===== src/include/smcs_pkg.sv =====
// package of register layout, reset values and timing counts for the clock mode select block
package smcs_pkg;
   // ----------------------------------------
   // register map
   // ----------------------------------------
   localparam logic [11:0] SMCS_MODE_CTRL_ADDR = 12'h000;
   localparam logic [11:0] SMCS_STATUS_ADDR = 12'h004;
   localparam logic [11:0] SMCS_EVENT_ADDR = 12'h008;
   localparam logic [7:0] SMCS_MODE_CTRL_RESET = 8'h03;
   localparam logic [7:0] SMCS_WRITE_MASK = 8'hf3;
   // ----------------------------------------
   // field positions
   // ----------------------------------------
   localparam int SMCS_HLSEL_BIT = 0;
   localparam int SMCS_IDLE_BIT = 1;
   localparam int SMCS_HRDY_BIT = 2;
   localparam int SMCS_LRDY_BIT = 3;
   localparam int SMCS_FAST_BIT = 4;
   localparam int SMCS_DIV_LSB = 5;
   localparam int SMCS_EVT_HALT_BIT = 0;
   localparam int SMCS_EVT_WAKE_BIT = 1;
   // ----------------------------------------
   // divider codes and timing
   // ----------------------------------------
   localparam logic [2:0] SMCS_DIV_SLOW0 = 3'h0;
   localparam logic [2:0] SMCS_DIV_SLOW1 = 3'h1;
   localparam logic [2:0] SMCS_DIV_TOP = 3'h7;
   localparam logic [10:0] SMCS_XTAL_STABLE = 11'h400;
   localparam logic [4:0] SMCS_FRC_WAKE = 5'h10;
   localparam logic [1:0] SMCS_SRC_WAKE = 2'h2;
   localparam logic [5:0] SMCS_DIV_MAX = 6'h3f;
   typedef enum logic [2:0] {SMCS_RUN, SMCS_IDLE_ON, SMCS_IDLE_OFF, SMCS_STOP_WDT,
      SMCS_DEEP_STOP, SMCS_WAKE} smcs_mode_e;
endpackage

===== src/hw/smcs_sync.sv =====
// two flip-flop synchroniser for single-bit levels
`timescale 1ns/10ps
module smcs_sync #(parameter int W = 1)
(
   input wire logic pclk,
   input wire logic presetn,
   input wire logic [W-1:0] async_in,
   output logic [W-1:0] sync_out
);
   logic [W-1:0] meta_q;
   always_ff @(posedge pclk or negedge presetn)
   begin
      if (!presetn)
      begin
         meta_q <= '0;
         sync_out <= '0;
      end
      else
      begin
         meta_q <= async_in;
         sync_out <= meta_q;
      end
   end
endmodule


===== src/hw/smcs_top.sv =====
// system clock and power mode select with apb register access
// ----------------------------------------
// How it works
// RULE_01 - select bit 1 gives undivided fast clock, 0 uses divider field choice
// RULE_02 - moving from fast to slow clock stops the fast oscillator
// RULE_03 - divider field bits 7..5: 001 slow clock, higher codes faster divided clock
// RULE_04 - fast wake on crystal runs from slow rc clock right after wake
// RULE_05 - slow ready reads 0 in deep stop, sets 1..2 slow cycles after wake
// RULE_06 - fast ready cleared at power-on, set once fast oscillator is stable
// RULE_07 - fast ready 0 in stop and clock-off idle, crystal sets after 1024 cycles
// RULE_08 - halt enters idle when idle bit is 1, stop otherwise
// RULE_09 - idle keeps system clock if keep bit set, else stops it too
// RULE_10 - select 0 with field 000 or 001 runs slow mode from slow clock
// RULE_11 - with fast rc, wake takes 15..16 cycles and fast wake is ignored
// RULE_12 - fast wake on crystal runs slow until 1024 crystal cycles, then switches
// RULE_13 - code 010 divides by 64, each higher code halves down to 2 at 111
// RULE_14 - writes to both ready flags are ignored
// ----------------------------------------
`timescale 1ns/10ps
module smcs_top
   import smcs_pkg::*;
(
   input wire logic pclk,
   input wire logic presetn,
   input wire logic psel,
   input wire logic penable,
   input wire logic pwrite,
   input wire logic [11:0] paddr,
   input wire logic [31:0] pwdata,
   output logic [31:0] prdata,
   output logic pready,
   output logic pslverr,
   input wire logic halt_req,
   input wire logic wake_req,
   input wire logic idle_clock_keep,
   input wire logic wdt_enable,
   input wire logic xtal_source,
   input wire logic fast_osc_tick,
   input wire logic slow_osc_tick,
   output logic fast_osc_enable,
   output logic slow_osc_enable,
   output logic sys_clk_select_slow,
   output logic [5:0] sys_clk_divide,
   output logic cpu_run,
   output logic sys_clk_run,
   output logic [2:0] power_mode
);
   // ----------------------------------------
   // input synchronisers
   // ----------------------------------------
   logic [4:0] raw_in;
   logic [4:0] syn_in;
   logic fast_tick_q;
   logic slow_tick_q;
   logic fast_edge;
   logic slow_edge;
   assign raw_in = {halt_req, wake_req, idle_clock_keep, wdt_enable, fast_osc_tick};
   smcs_sync #(.W(5)) u_sync (.pclk(pclk), .presetn(presetn), .async_in(raw_in),
      .sync_out(syn_in));
   logic slow_syn;
   smcs_sync #(.W(1)) u_sync_slow (.pclk(pclk), .presetn(presetn),
      .async_in(slow_osc_tick), .sync_out(slow_syn));
   logic halt_s;
   logic wake_s;
   logic keep_s;
   logic wdt_s;
   logic halt_q;
   assign halt_s = syn_in[4];
   assign wake_s = syn_in[3];
   assign keep_s = syn_in[2];
   assign wdt_s = syn_in[1];
   always_ff @(posedge pclk or negedge presetn)
   begin
      if (!presetn)
      begin
         fast_tick_q <= 1'b0;
         slow_tick_q <= 1'b0;
         halt_q <= 1'b0;
      end
      else
      begin
         fast_tick_q <= syn_in[0];
         slow_tick_q <= slow_syn;
         halt_q <= halt_s;
      end
   end
   assign fast_edge = syn_in[0] & ~fast_tick_q;
   assign slow_edge = slow_syn & ~slow_tick_q;
   // ----------------------------------------
   // control register and apb slave
   // ----------------------------------------
   logic [7:0] ctrl_q;
   logic hrdy_q;
   logic lrdy_q;
   logic [1:0] evt_q;
   logic wr_acc;
   logic rd_acc;
   logic [2:0] div_sel;
   logic hl_sel;
   assign wr_acc = psel & penable & pwrite & pready;
   assign rd_acc = psel & ~penable & ~pwrite;
   assign div_sel = ctrl_q[SMCS_DIV_LSB +: 3];
   assign hl_sel = ctrl_q[SMCS_HLSEL_BIT];
   always_ff @(posedge pclk or negedge presetn)
   begin
      if (!presetn)
         ctrl_q <= SMCS_MODE_CTRL_RESET & SMCS_WRITE_MASK;
      else if (wr_acc && paddr == SMCS_MODE_CTRL_ADDR)
         ctrl_q <= pwdata[7:0] & SMCS_WRITE_MASK; // RULE_14
   end
   logic [31:0] rd_d;
   always_comb
   begin
      rd_d = 32'h0000_0000;
      unique case (paddr)
         SMCS_MODE_CTRL_ADDR: rd_d = {24'h00_0000, ctrl_q[7:4], lrdy_q, hrdy_q, ctrl_q[1:0]};
         SMCS_STATUS_ADDR: rd_d = {26'h000_0000, power_mode, fast_osc_enable,
            slow_osc_enable, sys_clk_select_slow};
         SMCS_EVENT_ADDR: rd_d = {30'h0000_0000, evt_q};
         default: rd_d = 32'h0000_0000;
      endcase
   end
   logic bad_addr;
   assign bad_addr = paddr != SMCS_MODE_CTRL_ADDR && paddr != SMCS_STATUS_ADDR
      && paddr != SMCS_EVENT_ADDR;
   always_ff @(posedge pclk or negedge presetn)
   begin
      if (!presetn)
      begin
         prdata <= 32'h0000_0000;
         pready <= 1'b0;
         pslverr <= 1'b0;
      end
      else
      begin
         pready <= psel & ~penable;
         pslverr <= psel & ~penable & bad_addr;
         if (rd_acc)
            prdata <= rd_d;
      end
   end
   // ----------------------------------------
   // mode sequencer
   // ----------------------------------------
   smcs_mode_e mode_q;
   logic [10:0] xcnt_q;
   logic [4:0] fcnt_q;
   logic [1:0] scnt_q;
   logic slow_run;
   logic fast_wake;
   logic halt_rise;
   assign halt_rise = halt_s & ~halt_q;
   assign slow_run = ~hl_sel
      && (div_sel == SMCS_DIV_SLOW0 || div_sel == SMCS_DIV_SLOW1); // RULE_10
   assign fast_wake = ctrl_q[SMCS_FAST_BIT] & xtal_source & (mode_q != SMCS_DEEP_STOP); // RULE_04
   always_ff @(posedge pclk or negedge presetn)
   begin
      if (!presetn)
         mode_q <= SMCS_RUN;
      else
      begin
         unique case (mode_q)
            SMCS_RUN:
               if (halt_rise)
               begin
                  if (ctrl_q[SMCS_IDLE_BIT]) // RULE_08
                     mode_q <= keep_s ? SMCS_IDLE_ON : SMCS_IDLE_OFF; // RULE_09
                  else
                     mode_q <= wdt_s ? SMCS_STOP_WDT : SMCS_DEEP_STOP;
               end
            SMCS_IDLE_ON, SMCS_IDLE_OFF, SMCS_STOP_WDT, SMCS_DEEP_STOP:
               if (wake_s)
                  mode_q <= SMCS_WAKE;
            SMCS_WAKE:
               if (lrdy_q && (slow_run || hrdy_q || fast_wake))
                  mode_q <= SMCS_RUN;
         endcase
      end
   end
   logic off_mode;
   assign off_mode = mode_q == SMCS_IDLE_OFF || mode_q == SMCS_STOP_WDT
      || mode_q == SMCS_DEEP_STOP;
   // ----------------------------------------
   // oscillator ready flags
   // ----------------------------------------
   always_ff @(posedge pclk or negedge presetn)
   begin
      if (!presetn)
      begin
         hrdy_q <= 1'b0; // RULE_06
         xcnt_q <= 11'h000;
         fcnt_q <= 5'h00;
      end
      else if (off_mode || slow_run)
      begin
         hrdy_q <= 1'b0; // RULE_07
         xcnt_q <= 11'h000;
         fcnt_q <= 5'h00;
      end
      else if (!hrdy_q && fast_edge)
      begin
         if (xtal_source)
         begin
            xcnt_q <= xcnt_q + 11'h001;
            hrdy_q <= (xcnt_q + 11'h001) == SMCS_XTAL_STABLE; // RULE_07 RULE_12
         end
         else
         begin
            fcnt_q <= fcnt_q + 5'h01;
            hrdy_q <= (fcnt_q + 5'h01) == SMCS_FRC_WAKE; // RULE_11
         end
      end
   end
   always_ff @(posedge pclk or negedge presetn)
   begin
      if (!presetn)
      begin
         lrdy_q <= 1'b0;
         scnt_q <= 2'h0;
      end
      else if (mode_q == SMCS_DEEP_STOP)
      begin
         lrdy_q <= 1'b0; // RULE_05
         scnt_q <= 2'h0;
      end
      else if (!lrdy_q && slow_edge)
      begin
         scnt_q <= scnt_q + 2'h1;
         lrdy_q <= (scnt_q + 2'h1) == SMCS_SRC_WAKE; // RULE_05
      end
   end
   always_ff @(posedge pclk or negedge presetn)
   begin
      if (!presetn)
         evt_q <= 2'h0;
      else
      begin
         evt_q[SMCS_EVT_HALT_BIT] <= mode_q != SMCS_RUN && mode_q != SMCS_WAKE;
         evt_q[SMCS_EVT_WAKE_BIT] <= mode_q == SMCS_WAKE;
      end
   end
   // ----------------------------------------
   // clock selection outputs
   // ----------------------------------------
   logic [5:0] div_d;
   always_comb
   begin
      div_d = 6'h00;
      if (!hl_sel && !slow_run)
         // first fast code keeps all six bits (divide by 64), each code above halves it
         div_d = SMCS_DIV_MAX >> (div_sel - SMCS_DIV_SLOW1 - 3'h1); // RULE_13 RULE_03
   end
   always_ff @(posedge pclk or negedge presetn)
   begin
      if (!presetn)
      begin
         fast_osc_enable <= 1'b1;
         slow_osc_enable <= 1'b1;
         sys_clk_select_slow <= 1'b0;
         sys_clk_divide <= 6'h00;
         cpu_run <= 1'b1;
         sys_clk_run <= 1'b1;
         power_mode <= 3'h0;
      end
      else
      begin
         fast_osc_enable <= ~slow_run & ~off_mode; // RULE_02
         slow_osc_enable <= mode_q != SMCS_DEEP_STOP;
         // fast wake stays on the slow clock in run until the crystal is counted stable
         sys_clk_select_slow <= slow_run || (fast_wake && !hrdy_q
            && (mode_q == SMCS_WAKE || mode_q == SMCS_RUN)); // RULE_12 RULE_04
         sys_clk_divide <= hl_sel ? 6'h00 : div_d; // RULE_01
         cpu_run <= mode_q == SMCS_RUN;
         sys_clk_run <= ~off_mode; // RULE_09
         power_mode <= mode_q;
      end
   end
   // ----------------------------------------
   // checks
   // ----------------------------------------
   chk_ready_write_ignored: assert property (@(posedge pclk) disable iff (!presetn)
      wr_acc |=> ctrl_q[SMCS_HRDY_BIT] == 1'b0 && ctrl_q[SMCS_LRDY_BIT] == 1'b0) // RULE_14
      else $error("ready flag bits stored by write");
   chk_deep_stop_lrdy: assert property (@(posedge pclk) disable iff (!presetn)
      mode_q == SMCS_DEEP_STOP |=> !lrdy_q) // RULE_05
      else $error("slow ready high in deep stop");
   chk_off_hrdy_low: assert property (@(posedge pclk) disable iff (!presetn)
      off_mode |=> !hrdy_q) // RULE_07
      else $error("fast ready high while clock off");
   chk_halt_idle_entry: assert property (@(posedge pclk) disable iff (!presetn)
      mode_q == SMCS_RUN && halt_rise && ctrl_q[SMCS_IDLE_BIT]
      |=> mode_q == SMCS_IDLE_ON || mode_q == SMCS_IDLE_OFF) // RULE_08
      else $error("halt with idle bit did not enter idle");
   chk_halt_stop_entry: assert property (@(posedge pclk) disable iff (!presetn)
      mode_q == SMCS_RUN && halt_rise && !ctrl_q[SMCS_IDLE_BIT]
      |=> mode_q == SMCS_STOP_WDT || mode_q == SMCS_DEEP_STOP) // RULE_08
      else $error("halt without idle bit did not stop");
   chk_idle_keep_clock: assert property (@(posedge pclk) disable iff (!presetn)
      mode_q == SMCS_IDLE_ON |=> sys_clk_run && !cpu_run) // RULE_09
      else $error("clock-on idle clock state wrong");
   chk_slow_stops_fast: assert property (@(posedge pclk) disable iff (!presetn)
      slow_run |=> !fast_osc_enable && sys_clk_select_slow) // RULE_02 RULE_10
      else $error("slow mode left fast oscillator on");
   chk_fast_full_clock: assert property (@(posedge pclk) disable iff (!presetn)
      hl_sel |=> sys_clk_divide == 6'h00) // RULE_01
      else $error("full clock select divided");
   chk_div64_code: assert property (@(posedge pclk) disable iff (!presetn)
      !hl_sel && div_sel == 3'h2 |=> sys_clk_divide == 6'h3f) // RULE_13 RULE_03
      else $error("code 010 not divide by 64");
   chk_fast_wake_slow: assert property (@(posedge pclk) disable iff (!presetn)
      (mode_q == SMCS_WAKE || mode_q == SMCS_RUN) && fast_wake && !hrdy_q
      |=> sys_clk_select_slow) // RULE_04 RULE_12
      else $error("fast wake not on slow clock");
   chk_power_on_hrdy: assert property (@(posedge pclk)
      !presetn |=> !hrdy_q) // RULE_06
      else $error("fast ready set at reset");
   chk_frc_wake_count: assert property (@(posedge pclk) disable iff (!presetn)
      $rose(hrdy_q) && !xtal_source |-> fcnt_q == SMCS_FRC_WAKE) // RULE_11
      else $error("fast rc ready count wrong");
endmodule


===== config.mk =====
export PLATFORM = sky130hd
export DESIGN_NAME = smcs_top
export DESIGN_NICKNAME = d
export VERILOG_FILES = /design/src/include/smcs_pkg.sv /design/src/hw/smcs_sync.sv /design/src/hw/smcs_top.sv
export SDC_FILE = /design/constraint.sdc
export NUM_CORES = 1
export LEC_CHECK = 0
export BUFFER_PORTS_ARGS = -buffer_cell sky130_fd_sc_hd__buf_2
export CAP_MARGIN = 20
export CORE_UTILIZATION = 49
export DETAILED_ROUTE_END_ITERATION = 12
export PLACE_DENSITY_LB_ADDON = 0.05
export SLEW_MARGIN = 20
export SYNTH_ARGS = -nofsm -noshare
export SYNTH_HDL_FRONTEND = slang
export SYNTH_SLANG_ARGS = --single-unit

===== constraint.sdc =====
create_clock -name pclk -period 5.3 [get_ports pclk]
set_input_delay 0.795 -clock pclk [delete_from_list [all_inputs] [get_ports pclk]]
set_output_delay 0.795 -clock pclk [all_outputs]
set_load 0.005 [all_outputs]

# == Word level (Yosys, flattened, before mapping) ==
# Index checks and enable logic that the tools add are counted.
# word_totals
ff_bits,94
out_inout_bits,48
in_bits,56
elab_cells,128
# classes
bitwise,20
n_eq_ne,19
reduce_logical,35
shifts,1
add_sub_neg,5
muxes,23
# ops
op,count
$mux W11,3
$pmux W8 S3,1
$mux W3,5
$mux W5,3
$and A1 B1 Y1,12
$eq A12 B3 Y1 const B,1
$eq A12 B4 Y1 const B,1
$logic_not A12 Y1,1
$mux W6,2
$ne A12 B3 Y1 const B,1
$ne A12 B4 Y1 const B,1
$reduce_bool A12 Y1,1
$add A11 B1 Y11 const B,1
$eq A11 B11 Y1 const B,1
$logic_and A1 B1 Y1,11
$pmux W3 S3,1
$logic_or A1 B1 Y1,8
$not A1 Y1,8
$eq A3 B1 Y1 const B,2
$eq A3 B2 Y1 const B,2
$eq A3 B3 Y1 const B,2
$logic_not A3 Y1,2
$mux W2,3
$ne A3 B3 Y1 const B,2
other kinds (15),28

# == Logic depth before layout (Yosys ltp) ==
# logic_depth
depth_word,8
ltp_mapped,6
ltp_nobuf,6

# == By module ==
# A second synthesis with hierarchy kept.
# hier_totals
cells_unflattened,306
hier_area_um2,3339.5
# by_module_without_submodules
mod,area_per_inst_um2,cells_each,seq_area_each_um2,n_inst
smcs_top,3039.2,294,1458.9,1
smcs_sync at u_sync,250.2,10,250.2,1
smcs_sync at u_sync_slow,50.0,2,50.0,1

# == Least setup slack after synthesis ==
# Ideal clock, no wire load.
# synth_timing
path_kind,input-to-reg
from,in paddr[11]
to,reg ctrl_q[4]
required_ns,5.175
setup_time_ns,0.125
t_arrival_ns,1.999
path_slack_ns,3.177
cell_stages,4
path_buffers,0
path_cell_list,nor4_2 -> nand3_2 -> nor4_4 -> mux2_2
# synth_between
elab_chain_cells,2
# synth_rtl
element,line,text
from (decl),smcs_top.sv:28,"input wire logic [11:0] paddr,"
$logic_not A12 Y1,smcs_top.sv:108,else if (wr_acc && paddr == SMCS_MODE_CTRL_ADDR)
$logic_and A1 B1 Y1,smcs_top.sv:108,
to (signal assigned),smcs_top.sv:107,ctrl_q <= SMCS_MODE_CTRL_RESET & SMCS_WRITE_MASK;
to (signal assigned),smcs_top.sv:109,ctrl_q <= pwdata[7:0] & SMCS_WRITE_MASK;
to (decl),smcs_top.sv:92,logic [7:0] ctrl_q;
# Every way passes these cells.
# A chain may end at the register's enable or synchronous reset.

# == Worst setup path in the final report ==
# layout_timing
from,reg mode_q[2]
to,reg hrdy_q
# layout_between
elab_chain_cells,5
word_cells_on_any_way,8
cone_classes,eq/ne (3); mux (1); reduce/logical (4)
# layout_rtl
element,line,text
from (decl),smcs_top.sv:145,smcs_mode_e mode_q;
from (signal assigned),smcs_top.sv:167,mode_q <= keep_s ? SMCS_IDLE_ON : SMCS_IDLE_OFF;
from (signal assigned),smcs_top.sv:169,mode_q <= wdt_s ? SMCS_STOP_WDT : SMCS_DEEP_STOP;
$eq A3 B2 Y1,smcs_top.sv:181,assign off_mode = mode_q == SMCS_IDLE_OFF || mode_q == SMCS_STOP_WDT
$logic_or A1 B1 Y1,smcs_top.sv:181,
$logic_or A1 B1 Y1 *,smcs_top.sv:182,|| mode_q == SMCS_DEEP_STOP;
$logic_or A1 B1 Y1 *,smcs_top.sv:194,else if (off_mode || slow_run)
$mux W1 or $reduce_bool A2 Y1 (tied branches),-,
to (signal assigned),smcs_top.sv:190,hrdy_q <= 1'b0;
to (signal assigned),smcs_top.sv:196,hrdy_q <= 1'b0;
to (signal assigned),smcs_top.sv:205,hrdy_q <= (xcnt_q + 11'h001) == SMCS_XTAL_STABLE;
to (decl),smcs_top.sv:93,logic hrdy_q;
# Every way passes the cells marked *; elsewhere a longest branch is shown, timed or not.

==> run summary <==
ys flop type: dfrtp_1
Cell Chain, Critical Path: nor3b_2 > a21oi_1 > nand2_1 > a2111oi_0 > a31o_2
Root Buffer: clkbuf_8
met2 Track Usage GR: 0.2631
yosys warns: 0
layout cells sized above 1: 0.2452
Fillers: 555
P&R area growth vs syn: 13.39%
leakage: 1.785 nW
via count: 2227
Hold WC Path Type: flip-flop to flip-flop
final hold viol count: 0
Clock Path Buffers: 2
CP required: 5.58 ns
Initial Utilization: 0.5108
row cnt: 29
Final #Nets: 421
most utilized layer in the global route result: met2
WL/cell: 13.00 um
period utilization: 0.4186
utilization after layout: 0.5792
Die Area: 6987 sq um
Setup WS post-layout: 3.081 ns
CTS tree: done
Mapped Area: 3262 sq um
drc violations: 0
first-pass GRT wire length: 9.908 mm
GRT Residual Overflow: 0
sw frac: 0.3151
Max Cap Viol: 0
DP Worst Slack: 2.756 ns
clock power share: 0.307
crit path kind: flip-flop to flip-flop
CTS Hold Buffers Added: 0
Hold Path End: u_sync.sync_out[1]
Gate power share: 0.186
Clock Skews: 0.006855 ns
Critical-path top delay cell: dfrtp_1
total wire length: 5.722 mm
Clock Pin Slew Worst Setup and Hold Paths: 0.07 ns
final RePlAce weighted congestion: 0.8402
I/O pins: 104
Worst path top cell family by delay: compound AO/OA/AOI/OAI gates
most common cell after layout, fill and taps aside: dfrtp_1
area of the core: 6386 sq um
clk_lat worst skew: 0.34 ns
drt first-iter violations: 114
worst r2r dst: hrdy_q
number of global-route vias before repair: 2131
DR pass1 iterations: 4
DP Wirelength: 4.020 mm
H-tree levels: 3
fin crit period: 2.219 ns
actual slew at the worst max-slew pin: 0.6850 ns
cells on worst reg2reg path: 5
n_diodes: 0
crit path launch type: flip-flop
synthesized area per cell: 10.80 sq um
GRT Total Usage: 0.1790
Worst path max stage delay: 0.51 ns
critical path fanouts, max: 19
sequential share of power: 0.507
final setup violation count: 0
crit path DAT: 2.50 ns
CTS buffer count: 9
initial antenna violation count: 0
post-CTS resize count: 0
Setup TNS Final: 0 ns
routing usage on met1: 0.2533
Mapped Cells: 302
flop2flop setup slack: 3.08 ns
Fmax: 450.7 MHz
#FFs+latches synth: 70
Max-slew headroom: 0.5422
Antenna Violating Nets Remaining: 0
Hold Crit Start: u_sync.meta_q[1]
die height: 83.59 um
vias per cell: 5.061
worst r2r src: mode_q[2]
fin. max-slew vios: 0
maximum vdd drop: 0.2154 mV
Seq/Total Area, Yosys: 0.5393
I/O Buffers: 53
Psw: 0.0004320 W
Synth cell types: 49
hold path cells: 0
largest net degree at the start of global routing: 48
Internal: 0.0009390 W
P per Cell Area: 370.7 nW/um^2
postcts setup bufs: 0
most frequent cells in the layout: dfrtp_1 (64), buf_2 (53), nor2_1 (31)
final hold slack: 0.3504 ns
# clock sinks: 70
Worst Setup End Kind: flip-flop
Async SR Flop Fraction: 1.000
RSZ-0062 raised after global routing: false
outcome: finished, final reports clean
Die Wd: 83.59 um
GR met3 Demand/Resource: 0.04847
Buf/Inv on CP: 0
total power: 0.001371 W
number of synthesized flops with an enable pin: 0
final cells by class:
cell class / instances / area [sq um] / share of cell area
Clock buffer: 9 / 123.9 / 0.03349
Clock inverter: 7 / 73.82 / 0.01996
Inverter: 11 / 41.29 / 0.01116
Multi-Input combinational cell: 211 / 1324 / 0.3579
Sequential cell: 70 / 1759 / 0.4756
Tap cell: 77 / 96.34 / 0.02605
Timing Repair Buffer: 55 / 280.3 / 0.07578
how the worst max path moves through the flow:
stage | startpoint | end | slack [ns] | cells after the start
after global placement | paddr[11] | ctrl_q[5] | 2.81 | 5
final | mode_q[2] | hrdy_q | 3.08 | 5
after detailed placement | paddr[11] | ctrl_q[4] | 2.76 | 5
after global routing | mode_q[1] | hrdy_q | 2.84 | 5
after CTS | mode_q[1] | hrdy_q | 3.04 | 5
after floorplan | paddr[11] | ctrl_q[4] | 3.18 | 4
cell families (layout without fill, tap and decap cells):
logic type,Yosys count,count (layout),share of synthesized area
AND/OR/NAND/NOR,103,103,0.1699
flip-flops,70,70,0.5393
buffers and inverters,44,82,0.08132
AO/OA/AOI/OAI,42,42,0.08017
XOR/XNOR,20,20,0.05370
multiplexers,15,15,0.04756
adder cells (fa/ha/maj),7,7,0.02685
other,1,24,0.001150
per-layer routing:
metal / up-vias / share of wire
met1: 1047 / 0.49
met3: 8 / 0.058
met4: 0 / 0.013
li1: 1104 / -
met2: 68 / 0.44
met5: - / 0
synthesized netlist by cell type, types with 3 or more instances:
library cell / n / area share
nand2_1: 24 / 0.028
o21ai_0: 17 / 0.026
nor3_1: 6 / 0.0092
nand3_1: 5 / 0.0077
xnor2_1: 6 / 0.016
dfstp_2: 6 / 0.048
mux2_2: 4 / 0.014
inv_1: 11 / 0.013
xor2_1: 14 / 0.038
o31ai_1: 3 / 0.0069
clkbuf_1: 5 / 0.0058
and3_1: 3 / 0.0058
nor2b_1: 4 / 0.0077
nand4_1: 9 / 0.017
ha_1: 7 / 0.027
mux2i_1: 11 / 0.034
a21oi_1: 9 / 0.014
buf_4: 26 / 0.060
nand2b_1: 3 / 0.0058
nor2_1: 31 / 0.036
dfrtp_1: 64 / 0.49
flip-flops by register name, summed over array words and instances (netlist names), 2 cells and up:
| name | flops |
|---|---|
| ctrl_q | 6 |
| fcnt_q | 5 |
| scnt_q | 2 |
| xcnt_q | 11 |
| mode_q | 3 |
| prdata | 8 |
| power_mode | 3 |
| u_sync.meta_q | 5 |
| sys_clk_divide | 6 |
| evt_q | 2 |
| u_sync.sync_out | 5 |
power groups by stage:
stage | Clock [W] | Combinational, W | Sequential, W
2_1_floorplan | 0 | 0.000214 | 0.000668
3_3_place_gp | 0 | 0.000253 | 0.000703
5_1_grt | 0.000461 | 0.000296 | 0.000709
6_report | 0.000421 | 0.000255 | 0.000695
3_5_place_dp | 0 | 0.000260 | 0.000706
4_1_cts | 0.000434 | 0.000262 | 0.000695
stage by stage:
step           cell area [sq um]  instances
3_3_place_gp                3501        424
4_1_cts                     3699        440
6_report                    3699        440
5_1_grt                     3699        440
3_5_place_dp                3501        424
2_1_floorplan               3348        325
Power figures use the tool's default switching activity.
